**src/pkg/acmp_pkg.sv**
```systemverilog
// constants, field layouts and carrier types of the analog comparator control
// Functional notes
// - result is one when selected positive input exceeds selected negative input
// - mux enabled and converter off: channel code 0..7 picks converter pin 0..7
// - mux disabled or converter on: dedicated negative pin is the negative input
// - bandgap select one feeds bandgap to positive input, else positive pin
// - raw result is synchronised before the read-only result bit, 1-2 cycles
// - event flag sets on the edge type chosen by the mode bits
// - mode 00 toggle, 10 falling, 11 rising, 01 reserved
// - event flag clears when the processor executes the comparator vector
// - writing one to the flag clears it, writing zero leaves it
// - irq asserted while flag, comparator irq enable and global enable are set
// - disable bit one powers comparator off any time, zero restores it
// - capture enable routes result to timer capture front end, else none
// - pin input-off bit disables that buffer and its pin read returns zero
// - converter reg B: bit 6 mux enable, bits 2:0 trigger select, rest zero
package acmp_pkg;
	localparam int AXI_AW = 12;
	localparam int AXI_DW = 32;
	// register indices; byte address is four times the index
	localparam logic [7:0] IDX_ADC_CTRL_B = 8'h7B;
	localparam logic [7:0] IDX_CMP_CTRL = 8'h50;
	localparam logic [7:0] IDX_PIN_OFF = 8'h7E;
	localparam logic [7:0] ADC_CTRL_B_RESET = 8'h00;
	localparam logic [7:0] CMP_CTRL_RESET = 8'h00;
	localparam logic [7:0] PIN_OFF_RESET = 8'h00;
	localparam int ADCB_MUX_EN_BIT = 6;
	localparam int ADCB_TRIG_LSB = 0;
	localparam int TRIG_W = 3;
	localparam int CMP_DISABLE_BIT = 7;
	localparam int CMP_BANDGAP_BIT = 6;
	localparam int CMP_RESULT_BIT = 5;
	localparam int CMP_FLAG_BIT = 4;
	localparam int CMP_IRQ_EN_BIT = 3;
	localparam int CMP_CAPTURE_BIT = 2;
	localparam int CMP_MODE_LSB = 0;
	localparam int PIN_NEG_OFF_BIT = 1;
	localparam int PIN_POS_OFF_BIT = 0;
	localparam logic [1:0] MODE_TOGGLE = 2'h0;
	localparam logic [1:0] MODE_RESERVED = 2'h1;
	localparam logic [1:0] MODE_FALL = 2'h2;
	localparam logic [1:0] MODE_RISE = 2'h3;
	localparam logic [1:0] RESP_OKAY = 2'h0;
	localparam logic [1:0] RESP_DECERR = 2'h3;
	localparam int SYNC_STAGES = 2;
	localparam int CONV_PINS = 8;

	typedef struct packed {
		logic [AXI_AW-1:0] awaddr;
		logic awvalid;
		logic [AXI_DW-1:0] wdata;
		logic [3:0] wstrb;
		logic wvalid;
		logic bready;
		logic [AXI_AW-1:0] araddr;
		logic arvalid;
		logic rready;
	} acmp_axil_req_t;

	typedef struct packed {
		logic awready;
		logic wready;
		logic [1:0] bresp;
		logic bvalid;
		logic arready;
		logic [AXI_DW-1:0] rdata;
		logic [1:0] rresp;
		logic rvalid;
	} acmp_axil_rsp_t;

	typedef struct packed {
		logic [SYNC_STAGES-1:0] stage;
	} acmp_sync_st_t;
endpackage

```
**src/hdl/acmp_sync.sv**
```systemverilog
// two-stage synchroniser for the raw comparator result
`timescale 1ns/1ps
`default_nettype none
module acmp_sync (
	input wire logic aclk,
	input wire logic aresetn,
	input wire logic raw_in,
	output logic sync_out
);
	acmp_pkg::acmp_sync_st_t st_reg;
	acmp_pkg::acmp_sync_st_t st_next;

	// only the last stage is read outside the chain
	always_comb begin
		st_next = st_reg;
		st_next.stage = {st_reg.stage[acmp_pkg::SYNC_STAGES-2:0], raw_in};
	end

	always_ff @(posedge aclk) begin
		if (!aresetn) begin
			st_reg <= '0;
		end else begin
			st_reg <= st_next;
		end
	end

	assign sync_out = st_reg.stage[acmp_pkg::SYNC_STAGES-1];
endmodule // acmp_sync
`default_nettype wire

```
**src/hdl/acmp_input_mux.sv**
```systemverilog
// input selection and comparison of the comparator inputs
`timescale 1ns/1ps
`default_nettype none
module acmp_input_mux #(
	parameter int LEVEL_W = 10,
	parameter logic [LEVEL_W-1:0] BANDGAP_LEVEL = '1 >> 1
) (
	input wire logic [LEVEL_W-1:0] positive_compare_pin,
	input wire logic [LEVEL_W-1:0] negative_compare_pin,
	input wire logic [acmp_pkg::CONV_PINS*LEVEL_W-1:0] converter_pins,
	input wire logic bandgap_select,
	input wire logic negative_mux_enable,
	input wire logic converter_enable,
	input wire logic [acmp_pkg::TRIG_W-1:0] channel_select_low,
	input wire logic comparator_disable,
	output logic raw_result
);
	logic [LEVEL_W-1:0] pos_level;
	logic [LEVEL_W-1:0] neg_level;

	always_comb begin
		pos_level = bandgap_select ? BANDGAP_LEVEL : positive_compare_pin;
		if (negative_mux_enable && !converter_enable) begin
			neg_level = converter_pins[channel_select_low*LEVEL_W +: LEVEL_W];
		end else begin
			neg_level = negative_compare_pin;
		end
		// a powered-off comparator holds its output low
		raw_result = !comparator_disable && (pos_level > neg_level);
	end
endmodule // acmp_input_mux
`default_nettype wire

```
**src/hdl/acmp_ctrl.sv**
```systemverilog
// analog comparator control: register slave, event flag, irq and routing
//
// The AXI4-Lite register port was decided locally.
`timescale 1ns/1ps
`default_nettype none
module acmp_ctrl #(
	parameter int LEVEL_W = 10,
	parameter logic [LEVEL_W-1:0] BANDGAP_LEVEL = '1 >> 1
) (
	input wire logic aclk,
	input wire logic aresetn,
	input wire acmp_pkg::acmp_axil_req_t axil_req,
	output acmp_pkg::acmp_axil_rsp_t axil_rsp,
	input wire logic [LEVEL_W-1:0] positive_compare_pin,
	input wire logic [LEVEL_W-1:0] negative_compare_pin,
	input wire logic [acmp_pkg::CONV_PINS*LEVEL_W-1:0] converter_pins,
	input wire logic converter_enable,
	input wire logic [acmp_pkg::TRIG_W-1:0] channel_select_low,
	input wire logic global_irq_enable,
	input wire logic irq_vector_ack,
	input wire logic [1:0] pin_digital_in,
	output logic compare_irq,
	output logic capture_trigger,
	output logic [1:0] pin_read_value,
	output logic [1:0] pin_buffer_enable,
	output logic comparator_power_on,
	output logic bandgap_select,
	output logic negative_mux_enable,
	output logic [acmp_pkg::TRIG_W-1:0] trigger_source_select
);
	typedef struct packed {
		logic aw_rdy;
		logic w_rdy;
		logic ar_rdy;
		logic aw_got;
		logic w_got;
		logic [acmp_pkg::AXI_AW-1:0] awaddr;
		logic [7:0] wbyte;
		logic wlane;
		logic bvalid;
		logic [1:0] bresp;
		logic rvalid;
		logic [1:0] rresp;
		logic [7:0] rbyte;
		logic mux_en;
		logic [acmp_pkg::TRIG_W-1:0] trig_sel;
		logic cmp_dis;
		logic bg_sel;
		logic flag;
		logic irq_en;
		logic capt_en;
		logic [1:0] mode;
		logic neg_off;
		logic pos_off;
		logic result_prev;
		logic irq;
		logic capture;
		logic [1:0] pin_read;
		logic [1:0] buf_en;
		logic pwr_on;
	} acmp_ctrl_st_t;

	acmp_ctrl_st_t st_reg;
	acmp_ctrl_st_t st_next;

	logic raw_result;
	logic result_sync;
	logic aw_hs;
	logic w_hs;
	logic ar_hs;
	logic wr_do;
	logic rising;
	logic falling;
	logic event_hit;
	logic flag_clr;
	logic [7:0] cmp_view;
	logic [7:0] adcb_view;
	logic [7:0] pin_view;

	// byte address of a register index
	function automatic logic [acmp_pkg::AXI_AW-1:0] reg_addr(input logic [7:0] idx);
		reg_addr = acmp_pkg::AXI_AW'({idx, 2'b00});
	endfunction

	// decode of a word address, used by both the read and the write path
	function automatic logic [1:0] decode(input logic [acmp_pkg::AXI_AW-1:0] addr);
		logic [acmp_pkg::AXI_AW-1:0] word;
		word = addr >> 2;
		if (word == (reg_addr(acmp_pkg::IDX_ADC_CTRL_B) >> 2)) begin
			decode = 2'h1;
		end else if (word == (reg_addr(acmp_pkg::IDX_CMP_CTRL) >> 2)) begin
			decode = 2'h2;
		end else if (word == (reg_addr(acmp_pkg::IDX_PIN_OFF) >> 2)) begin
			decode = 2'h3;
		end else begin
			decode = 2'h0;
		end
	endfunction

	acmp_input_mux #(
		.LEVEL_W(LEVEL_W),
		.BANDGAP_LEVEL(BANDGAP_LEVEL)
	) u_mux (
		.positive_compare_pin(positive_compare_pin),
		.negative_compare_pin(negative_compare_pin),
		.converter_pins(converter_pins),
		.bandgap_select(st_reg.bg_sel),
		.negative_mux_enable(st_reg.mux_en),
		.converter_enable(converter_enable),
		.channel_select_low(channel_select_low),
		.comparator_disable(st_reg.cmp_dis),
		.raw_result(raw_result)
	);

	acmp_sync u_sync (
		.aclk(aclk),
		.aresetn(aresetn),
		.raw_in(raw_result),
		.sync_out(result_sync)
	);

	// register images as software sees them
	always_comb begin
		adcb_view = 8'h00;
		adcb_view[acmp_pkg::ADCB_MUX_EN_BIT] = st_reg.mux_en;
		adcb_view[acmp_pkg::ADCB_TRIG_LSB +: acmp_pkg::TRIG_W] = st_reg.trig_sel;
		cmp_view = 8'h00;
		cmp_view[acmp_pkg::CMP_DISABLE_BIT] = st_reg.cmp_dis;
		cmp_view[acmp_pkg::CMP_BANDGAP_BIT] = st_reg.bg_sel;
		cmp_view[acmp_pkg::CMP_RESULT_BIT] = result_sync;
		cmp_view[acmp_pkg::CMP_FLAG_BIT] = st_reg.flag;
		cmp_view[acmp_pkg::CMP_IRQ_EN_BIT] = st_reg.irq_en;
		cmp_view[acmp_pkg::CMP_CAPTURE_BIT] = st_reg.capt_en;
		cmp_view[acmp_pkg::CMP_MODE_LSB +: 2] = st_reg.mode;
		pin_view = 8'h00;
		pin_view[acmp_pkg::PIN_NEG_OFF_BIT] = st_reg.neg_off;
		pin_view[acmp_pkg::PIN_POS_OFF_BIT] = st_reg.pos_off;
	end

	// edge detection on the synchronised result
	always_comb begin
		rising = result_sync && !st_reg.result_prev;
		falling = !result_sync && st_reg.result_prev;
		case (st_reg.mode)
			acmp_pkg::MODE_TOGGLE: event_hit = rising || falling;
			acmp_pkg::MODE_FALL: event_hit = falling;
			acmp_pkg::MODE_RISE: event_hit = rising;
			acmp_pkg::MODE_RESERVED: event_hit = 1'b0;
			default: event_hit = 1'b0;
		endcase
	end

	always_comb begin
		aw_hs = axil_req.awvalid && st_reg.aw_rdy;
		w_hs = axil_req.wvalid && st_reg.w_rdy;
		ar_hs = axil_req.arvalid && st_reg.ar_rdy;
		wr_do = st_reg.aw_got && st_reg.w_got && !st_reg.bvalid;
		flag_clr = irq_vector_ack;
		if (wr_do && st_reg.wlane && decode(st_reg.awaddr) == 2'h2
			&& st_reg.wbyte[acmp_pkg::CMP_FLAG_BIT]) begin
			flag_clr = 1'b1;
		end
	end

	always_comb begin
		st_next = st_reg;
		// write address and data, taken in either order
		if (aw_hs) begin
			st_next.awaddr = axil_req.awaddr;
			st_next.aw_got = 1'b1;
			st_next.aw_rdy = 1'b0;
		end
		if (w_hs) begin
			st_next.wbyte = axil_req.wdata[7:0];
			st_next.wlane = axil_req.wstrb[0];
			st_next.w_got = 1'b1;
			st_next.w_rdy = 1'b0;
		end
		if (wr_do) begin
			st_next.bvalid = 1'b1;
			st_next.bresp = acmp_pkg::RESP_OKAY;
			case (decode(st_reg.awaddr))
				2'h1: begin
					if (st_reg.wlane) begin
						st_next.mux_en = st_reg.wbyte[acmp_pkg::ADCB_MUX_EN_BIT];
						st_next.trig_sel = st_reg.wbyte[acmp_pkg::ADCB_TRIG_LSB +:
							acmp_pkg::TRIG_W];
					end
				end
				2'h2: begin
					if (st_reg.wlane) begin
						st_next.cmp_dis = st_reg.wbyte[acmp_pkg::CMP_DISABLE_BIT];
						st_next.bg_sel = st_reg.wbyte[acmp_pkg::CMP_BANDGAP_BIT];
						st_next.irq_en = st_reg.wbyte[acmp_pkg::CMP_IRQ_EN_BIT];
						st_next.capt_en = st_reg.wbyte[acmp_pkg::CMP_CAPTURE_BIT];
						st_next.mode = st_reg.wbyte[acmp_pkg::CMP_MODE_LSB +: 2];
					end
				end
				2'h3: begin
					if (st_reg.wlane) begin
						st_next.neg_off = st_reg.wbyte[acmp_pkg::PIN_NEG_OFF_BIT];
						st_next.pos_off = st_reg.wbyte[acmp_pkg::PIN_POS_OFF_BIT];
					end
				end
				default: st_next.bresp = acmp_pkg::RESP_DECERR;
			endcase
		end
		if (st_reg.bvalid && axil_req.bready) begin
			st_next.bvalid = 1'b0;
			st_next.aw_got = 1'b0;
			st_next.w_got = 1'b0;
			st_next.aw_rdy = 1'b1;
			st_next.w_rdy = 1'b1;
		end
		// read channel
		if (ar_hs) begin
			st_next.ar_rdy = 1'b0;
			st_next.rvalid = 1'b1;
			st_next.rresp = acmp_pkg::RESP_OKAY;
			case (decode(axil_req.araddr))
				2'h1: st_next.rbyte = adcb_view;
				2'h2: st_next.rbyte = cmp_view;
				2'h3: st_next.rbyte = pin_view;
				default: begin
					st_next.rbyte = 8'h00;
					st_next.rresp = acmp_pkg::RESP_DECERR;
				end
			endcase
		end
		if (st_reg.rvalid && axil_req.rready) begin
			st_next.rvalid = 1'b0;
			st_next.ar_rdy = 1'b1;
		end
		// event flag: a new event wins over any clear in the same cycle
		st_next.result_prev = result_sync;
		if (event_hit) begin
			st_next.flag = 1'b1;
		end else if (flag_clr) begin
			st_next.flag = 1'b0;
		end
		st_next.irq = st_next.flag && st_next.irq_en && global_irq_enable;
		st_next.capture = st_next.capt_en && result_sync;
		st_next.buf_en = ~{st_next.neg_off, st_next.pos_off};
		st_next.pin_read = pin_digital_in & st_next.buf_en;
		st_next.pwr_on = !st_next.cmp_dis;
	end

	always_ff @(posedge aclk) begin
		if (!aresetn) begin
			st_reg <= '0;
			st_reg.aw_rdy <= 1'b1;
			st_reg.w_rdy <= 1'b1;
			st_reg.ar_rdy <= 1'b1;
			st_reg.mux_en <= acmp_pkg::ADC_CTRL_B_RESET[acmp_pkg::ADCB_MUX_EN_BIT];
			st_reg.trig_sel <= acmp_pkg::ADC_CTRL_B_RESET[acmp_pkg::ADCB_TRIG_LSB +:
				acmp_pkg::TRIG_W];
			st_reg.cmp_dis <= acmp_pkg::CMP_CTRL_RESET[acmp_pkg::CMP_DISABLE_BIT];
			st_reg.pwr_on <= !acmp_pkg::CMP_CTRL_RESET[acmp_pkg::CMP_DISABLE_BIT];
			st_reg.bg_sel <= acmp_pkg::CMP_CTRL_RESET[acmp_pkg::CMP_BANDGAP_BIT];
			st_reg.flag <= acmp_pkg::CMP_CTRL_RESET[acmp_pkg::CMP_FLAG_BIT];
			st_reg.irq_en <= acmp_pkg::CMP_CTRL_RESET[acmp_pkg::CMP_IRQ_EN_BIT];
			st_reg.capt_en <= acmp_pkg::CMP_CTRL_RESET[acmp_pkg::CMP_CAPTURE_BIT];
			st_reg.mode <= acmp_pkg::CMP_CTRL_RESET[acmp_pkg::CMP_MODE_LSB +: 2];
			st_reg.neg_off <= acmp_pkg::PIN_OFF_RESET[acmp_pkg::PIN_NEG_OFF_BIT];
			st_reg.pos_off <= acmp_pkg::PIN_OFF_RESET[acmp_pkg::PIN_POS_OFF_BIT];
			st_reg.buf_en <= ~{acmp_pkg::PIN_OFF_RESET[acmp_pkg::PIN_NEG_OFF_BIT],
				acmp_pkg::PIN_OFF_RESET[acmp_pkg::PIN_POS_OFF_BIT]};
		end else begin
			st_reg <= st_next;
		end
	end

	always_comb begin
		axil_rsp.awready = st_reg.aw_rdy;
		axil_rsp.wready = st_reg.w_rdy;
		axil_rsp.bvalid = st_reg.bvalid;
		axil_rsp.bresp = st_reg.bresp;
		axil_rsp.arready = st_reg.ar_rdy;
		axil_rsp.rvalid = st_reg.rvalid;
		axil_rsp.rresp = st_reg.rresp;
		axil_rsp.rdata = {24'h000000, st_reg.rbyte};
	end

	assign compare_irq = st_reg.irq;
	assign capture_trigger = st_reg.capture;
	assign pin_read_value = st_reg.pin_read;
	assign pin_buffer_enable = st_reg.buf_en;
	assign comparator_power_on = st_reg.pwr_on;
	assign bandgap_select = st_reg.bg_sel;
	assign negative_mux_enable = st_reg.mux_en;
	assign trigger_source_select = st_reg.trig_sel;
endmodule // acmp_ctrl
`default_nettype wire

```
**config.mk**
```make
export PLATFORM = sky130hd
export DESIGN_NAME = acmp_ctrl
export DESIGN_NICKNAME = d
export VERILOG_FILES = /design/src/pkg/acmp_pkg.sv /design/src/hdl/acmp_sync.sv /design/src/hdl/acmp_input_mux.sv /design/src/hdl/acmp_ctrl.sv
export SDC_FILE = /design/constraint.sdc
export NUM_CORES = 1
export LEC_CHECK = 0
export BUFFER_PORTS_ARGS = -buffer_cell sky130_fd_sc_hd__buf_2
export CORE_MARGIN = 4
export CORE_UTILIZATION = 31
export CTS_CLUSTER_SIZE = 12
export DETAILED_ROUTE_END_ITERATION = 12
export PLACE_DENSITY_LB_ADDON = 0.1
export SYNTH_ARGS = -nofsm -noshare
export SYNTH_HDL_FRONTEND = slang
export SYNTH_SLANG_ARGS = --single-unit
```
**constraint.sdc**
```tcl
create_clock -name aclk -period 5.4 [get_ports aclk]
set_input_delay 1.08 -clock aclk [delete_from_list [all_inputs] [get_ports aclk]]
set_output_delay 1.08 -clock aclk [all_outputs]
set_load 0.02 [all_outputs]
```
==> results.json <==
{
  "run_status": "completed",
  "clockRootBuffer": "clkbuf_16",
  "postCtsHoldBufs": 0,
  "layout.nets": 729,
  "ys_types": 51,
  "start_kind": "primary input",
  "die_w_um": 116.6,
  "cts_tree": "built",
  "grt_util_met1": 0.1997,
  "numCtsBuffers": 9,
  "cp_cell_sequence": "buf_2 -> mux4_2 -> mux2i_1 -> nor2_1 -> a21oi_1 -> ha_1 -> and3_1 -> or3b_2 -> o221ai_1 -> nor4b_1",
  "finClkSkew_ns": 0.008509,
  "cpPeakStageDelay_ns": 0.58,
  "yosys-top-cells-area": "dfxtp_1 32%, mux4_2 12%, buf_4 9.9%, a21oi_1 5.8%, ha_1 4.1%",
  "synthCells": 403,
  "htree_levels": 3,
  "dieArea_um2": 13590,
  "core_um2": 11470,
  "setup_viol": 0,
  "synth-compound-area-share": 0.1394,
  "clock_latency_ns": 0.33,
  "yosysMostFrequentCell": "dfxtp_1",
  "grt_overflow": 0,
  "route.detailed.drc": 0,
  "io_buffers": 171,
  "post-route-period-util": 0.6573,
  "finalMaxSlewViolations": 0,
  "relSlewSlack": 0.5787,
  "fmaxAchievable_mhz": 281.7,
  "largest_reg_flops": 21,
  "cts_sinks": 58,
  "maxCapViolCount": 0,
  "yosysWarningCount": 0,
  "synth_mux_area_frac": 0.1678,
  "fin_ws_ns": 1.851,
  "clockBufferDepth": 2,
  "synth_xor_area_frac": 0,
  "post_cts_buffers": 0,
  "gp_congestion": 0.7332,
  "antenna_found_initial": 0,
  "first_iter_violations": 132,
  "rows": 39,
  "fin_tns_setup_ns": 0,
  "irDropWorstVdd_mv": 0.1355,
  "antenna_cells": 0,
  "min_period_ns": 3.549,
  "drt_wl_total_mm": 10.09,
  "crit_arrival_ns": 3.78,
  "grt_pass1_vias": 3175,
  "holdWs_ns": 0.4325,
  "pre_cts_ws_ns": 1.455,
  "dp_hpwl_mm": 8.382,
  "dp_cells": 674,
  "viasPerCell": 4.749,
  "ys_top_cells_by_count": "58 x dfxtp_1, 48 x buf_4, 42 x a21oi_1",
  "path_buf_inv": 1,
  "hp-class": "reg2reg",
  "grt_max_degree": 31,
  "first_pass_iters": 4,
  "met3_usage": 0.04249,
  "rsz0062_at_grt": "false",
  "power.density_nw_per_um2": 265.1,
  "synthFlopType": "dfxtp_1",
  "busiest_layer": "met2",
  "critPathCaptureType": "flop",
  "drive_gt1_frac": 0.4084,
  "seq_area_frac_synth": 0.3178,
  "grt_use_total": 0.1405,
  "synth-edff-count": 0,
  "wl_per_cell_um": 14.65,
  "clkSlewWorstSetupHoldPaths_ns": 0.05,
  "pin_count": 228,
  "critPathTopFamily": "simple AND/OR/NAND/NOR gates",
  "postSynth.asyncResetShare": 0,
  "detail-route-antenna-nets": 0,
  "start_util": 0.3186,
  "synth_simple_gate_area_frac": 0.1962,
  "grt_pass1_wl_mm": 14.99,
  "grt_use_met2": 0.2105,
  "p_leak_uw": 0.002165,
  "critPathSlowestCell": "mux4_2",
  "finalHoldViolations": 0,
  "fin_cells": 689,
  "required_ns": 5.63,
  "cts-resized-gates": 0,
  "synth.top_cell.area_share": 0.3178,
  "ys_ff_latch": 58,
  "area.growth.synth_to_final_pct": 26.61,
  "synth_top_family_by_area": "simple AND/OR/NAND/NOR gates",
  "num_vias": 3272,
  "tightest_slew_ns": 0.6319,
  "critPathMaxFanout": 20,
  "die_h_um": 116.6,
  "fin_util": 0.4034,
  "yosys.area.top_type": "dfxtp_1",
  "post_synth_fa_ha_maj_area_fraction": 0.04110,
  "netlist_area_um2": 3654,
  "critical_path_class": "in2reg",
  "synth_area_per_cell_um2": 9.066
}
per-stage QoR:
step | cell area, um2 | total power [uW]
finish | 4626 | 1226
global route | 4626 | 1284
CTS | 4626 | 1240
detailed placement | 4320 | 662.7
global placement | 4320 | 659.1
floorplan | 3740 | 606.9
cells by family (layout without fill, tap and decap cells):
| logic type | count (synthesis) | in the layout |
|---|---|---|
| flip-flops | 58 | 58 |
| other | 1 | 24 |
| buffers and inverters | 77 | 197 |
| AND/OR/NAND/NOR | 135 | 135 |
| AO/OA/AOI/OAI | 84 | 84 |
| multiplexers | 36 | 36 |
| adder cells (fa/ha/maj) | 12 | 12 |
worst paths after layout:
path | start | end | slack (ns) | cells after the start
hold reg to reg | u_sync.st_reg[0] | u_sync.st_reg[1] | 0.43 | 1
setup reg to reg | negative_mux_enable | u_sync.st_reg[0] | 2.90 | 8
setup / recovery | channel_select_low[0] | u_sync.st_reg[0] | 1.85 | 10
hold / removal | u_sync.st_reg[0] | u_sync.st_reg[1] | 0.43 | 1
power breakdown:
group / leakage (uW) / internal [uW] / switching, uW
Combinational: 0.00154 / 96.1 / 98.5
Sequential: 0.000473 / 445 / 13.9
Clock: 0.000152 / 391 / 182
Total: 0.00217 / 931 / 295
routing by layer:
layer | vias to the layer above | share of wire | routed length [um]
met2 | 125 | 0.45 | 4536
li1 | 1656 | - | -
met5 | - | 0 | 0
met1 | 1478 | 0.46 | 4690
met3 | 13 | 0.073 | 736
met4 | 0 | 0.013 | 128
area by class of cell:
cell class	instances	area [um2]
Clock buffer	13	270.3
Clock inverter	2	35.03
Fill cell	1198	6842
Inverter	10	37.54
Multi-Input combinational cell	291	2079
Sequential cell	58	1161
Tap cell	143	178.9
Timing Repair Buffer	172	863.3
worst register-to-register path, stage by stage, from the launching register on:
cell and delay [ns]:
dfxtp_1 0.42, nand2b_1 0.37, nor2_1 0.21, a21oi_1 0.07, ha_1 0.32, and3_1 0.17, or3b_2 0.46, o221ai_1 0.17
nor4b_1 0.22
cells in the final DEF (no fill, tap or decap), drive strengths merged, types with 2 or more instances in the layout:
cell,instances
buf,172
dfxtp,58
a21oi,42
nand2,40
nor2,26
conb,24
mux4,20
nand3,17
mux2i,14
o21ai,13
clkbuf,13
ha,12
inv,10
nor2b,9
or2,8
a22oi,8
o21a,7
nor3,6
nand4,6
and3,4
and2,4
a21boi,3
nor4b,3
nand2b,2
mux2,2
a22o,2
nor3b,2
Note: power is estimated with default switching activity, not from simulation.
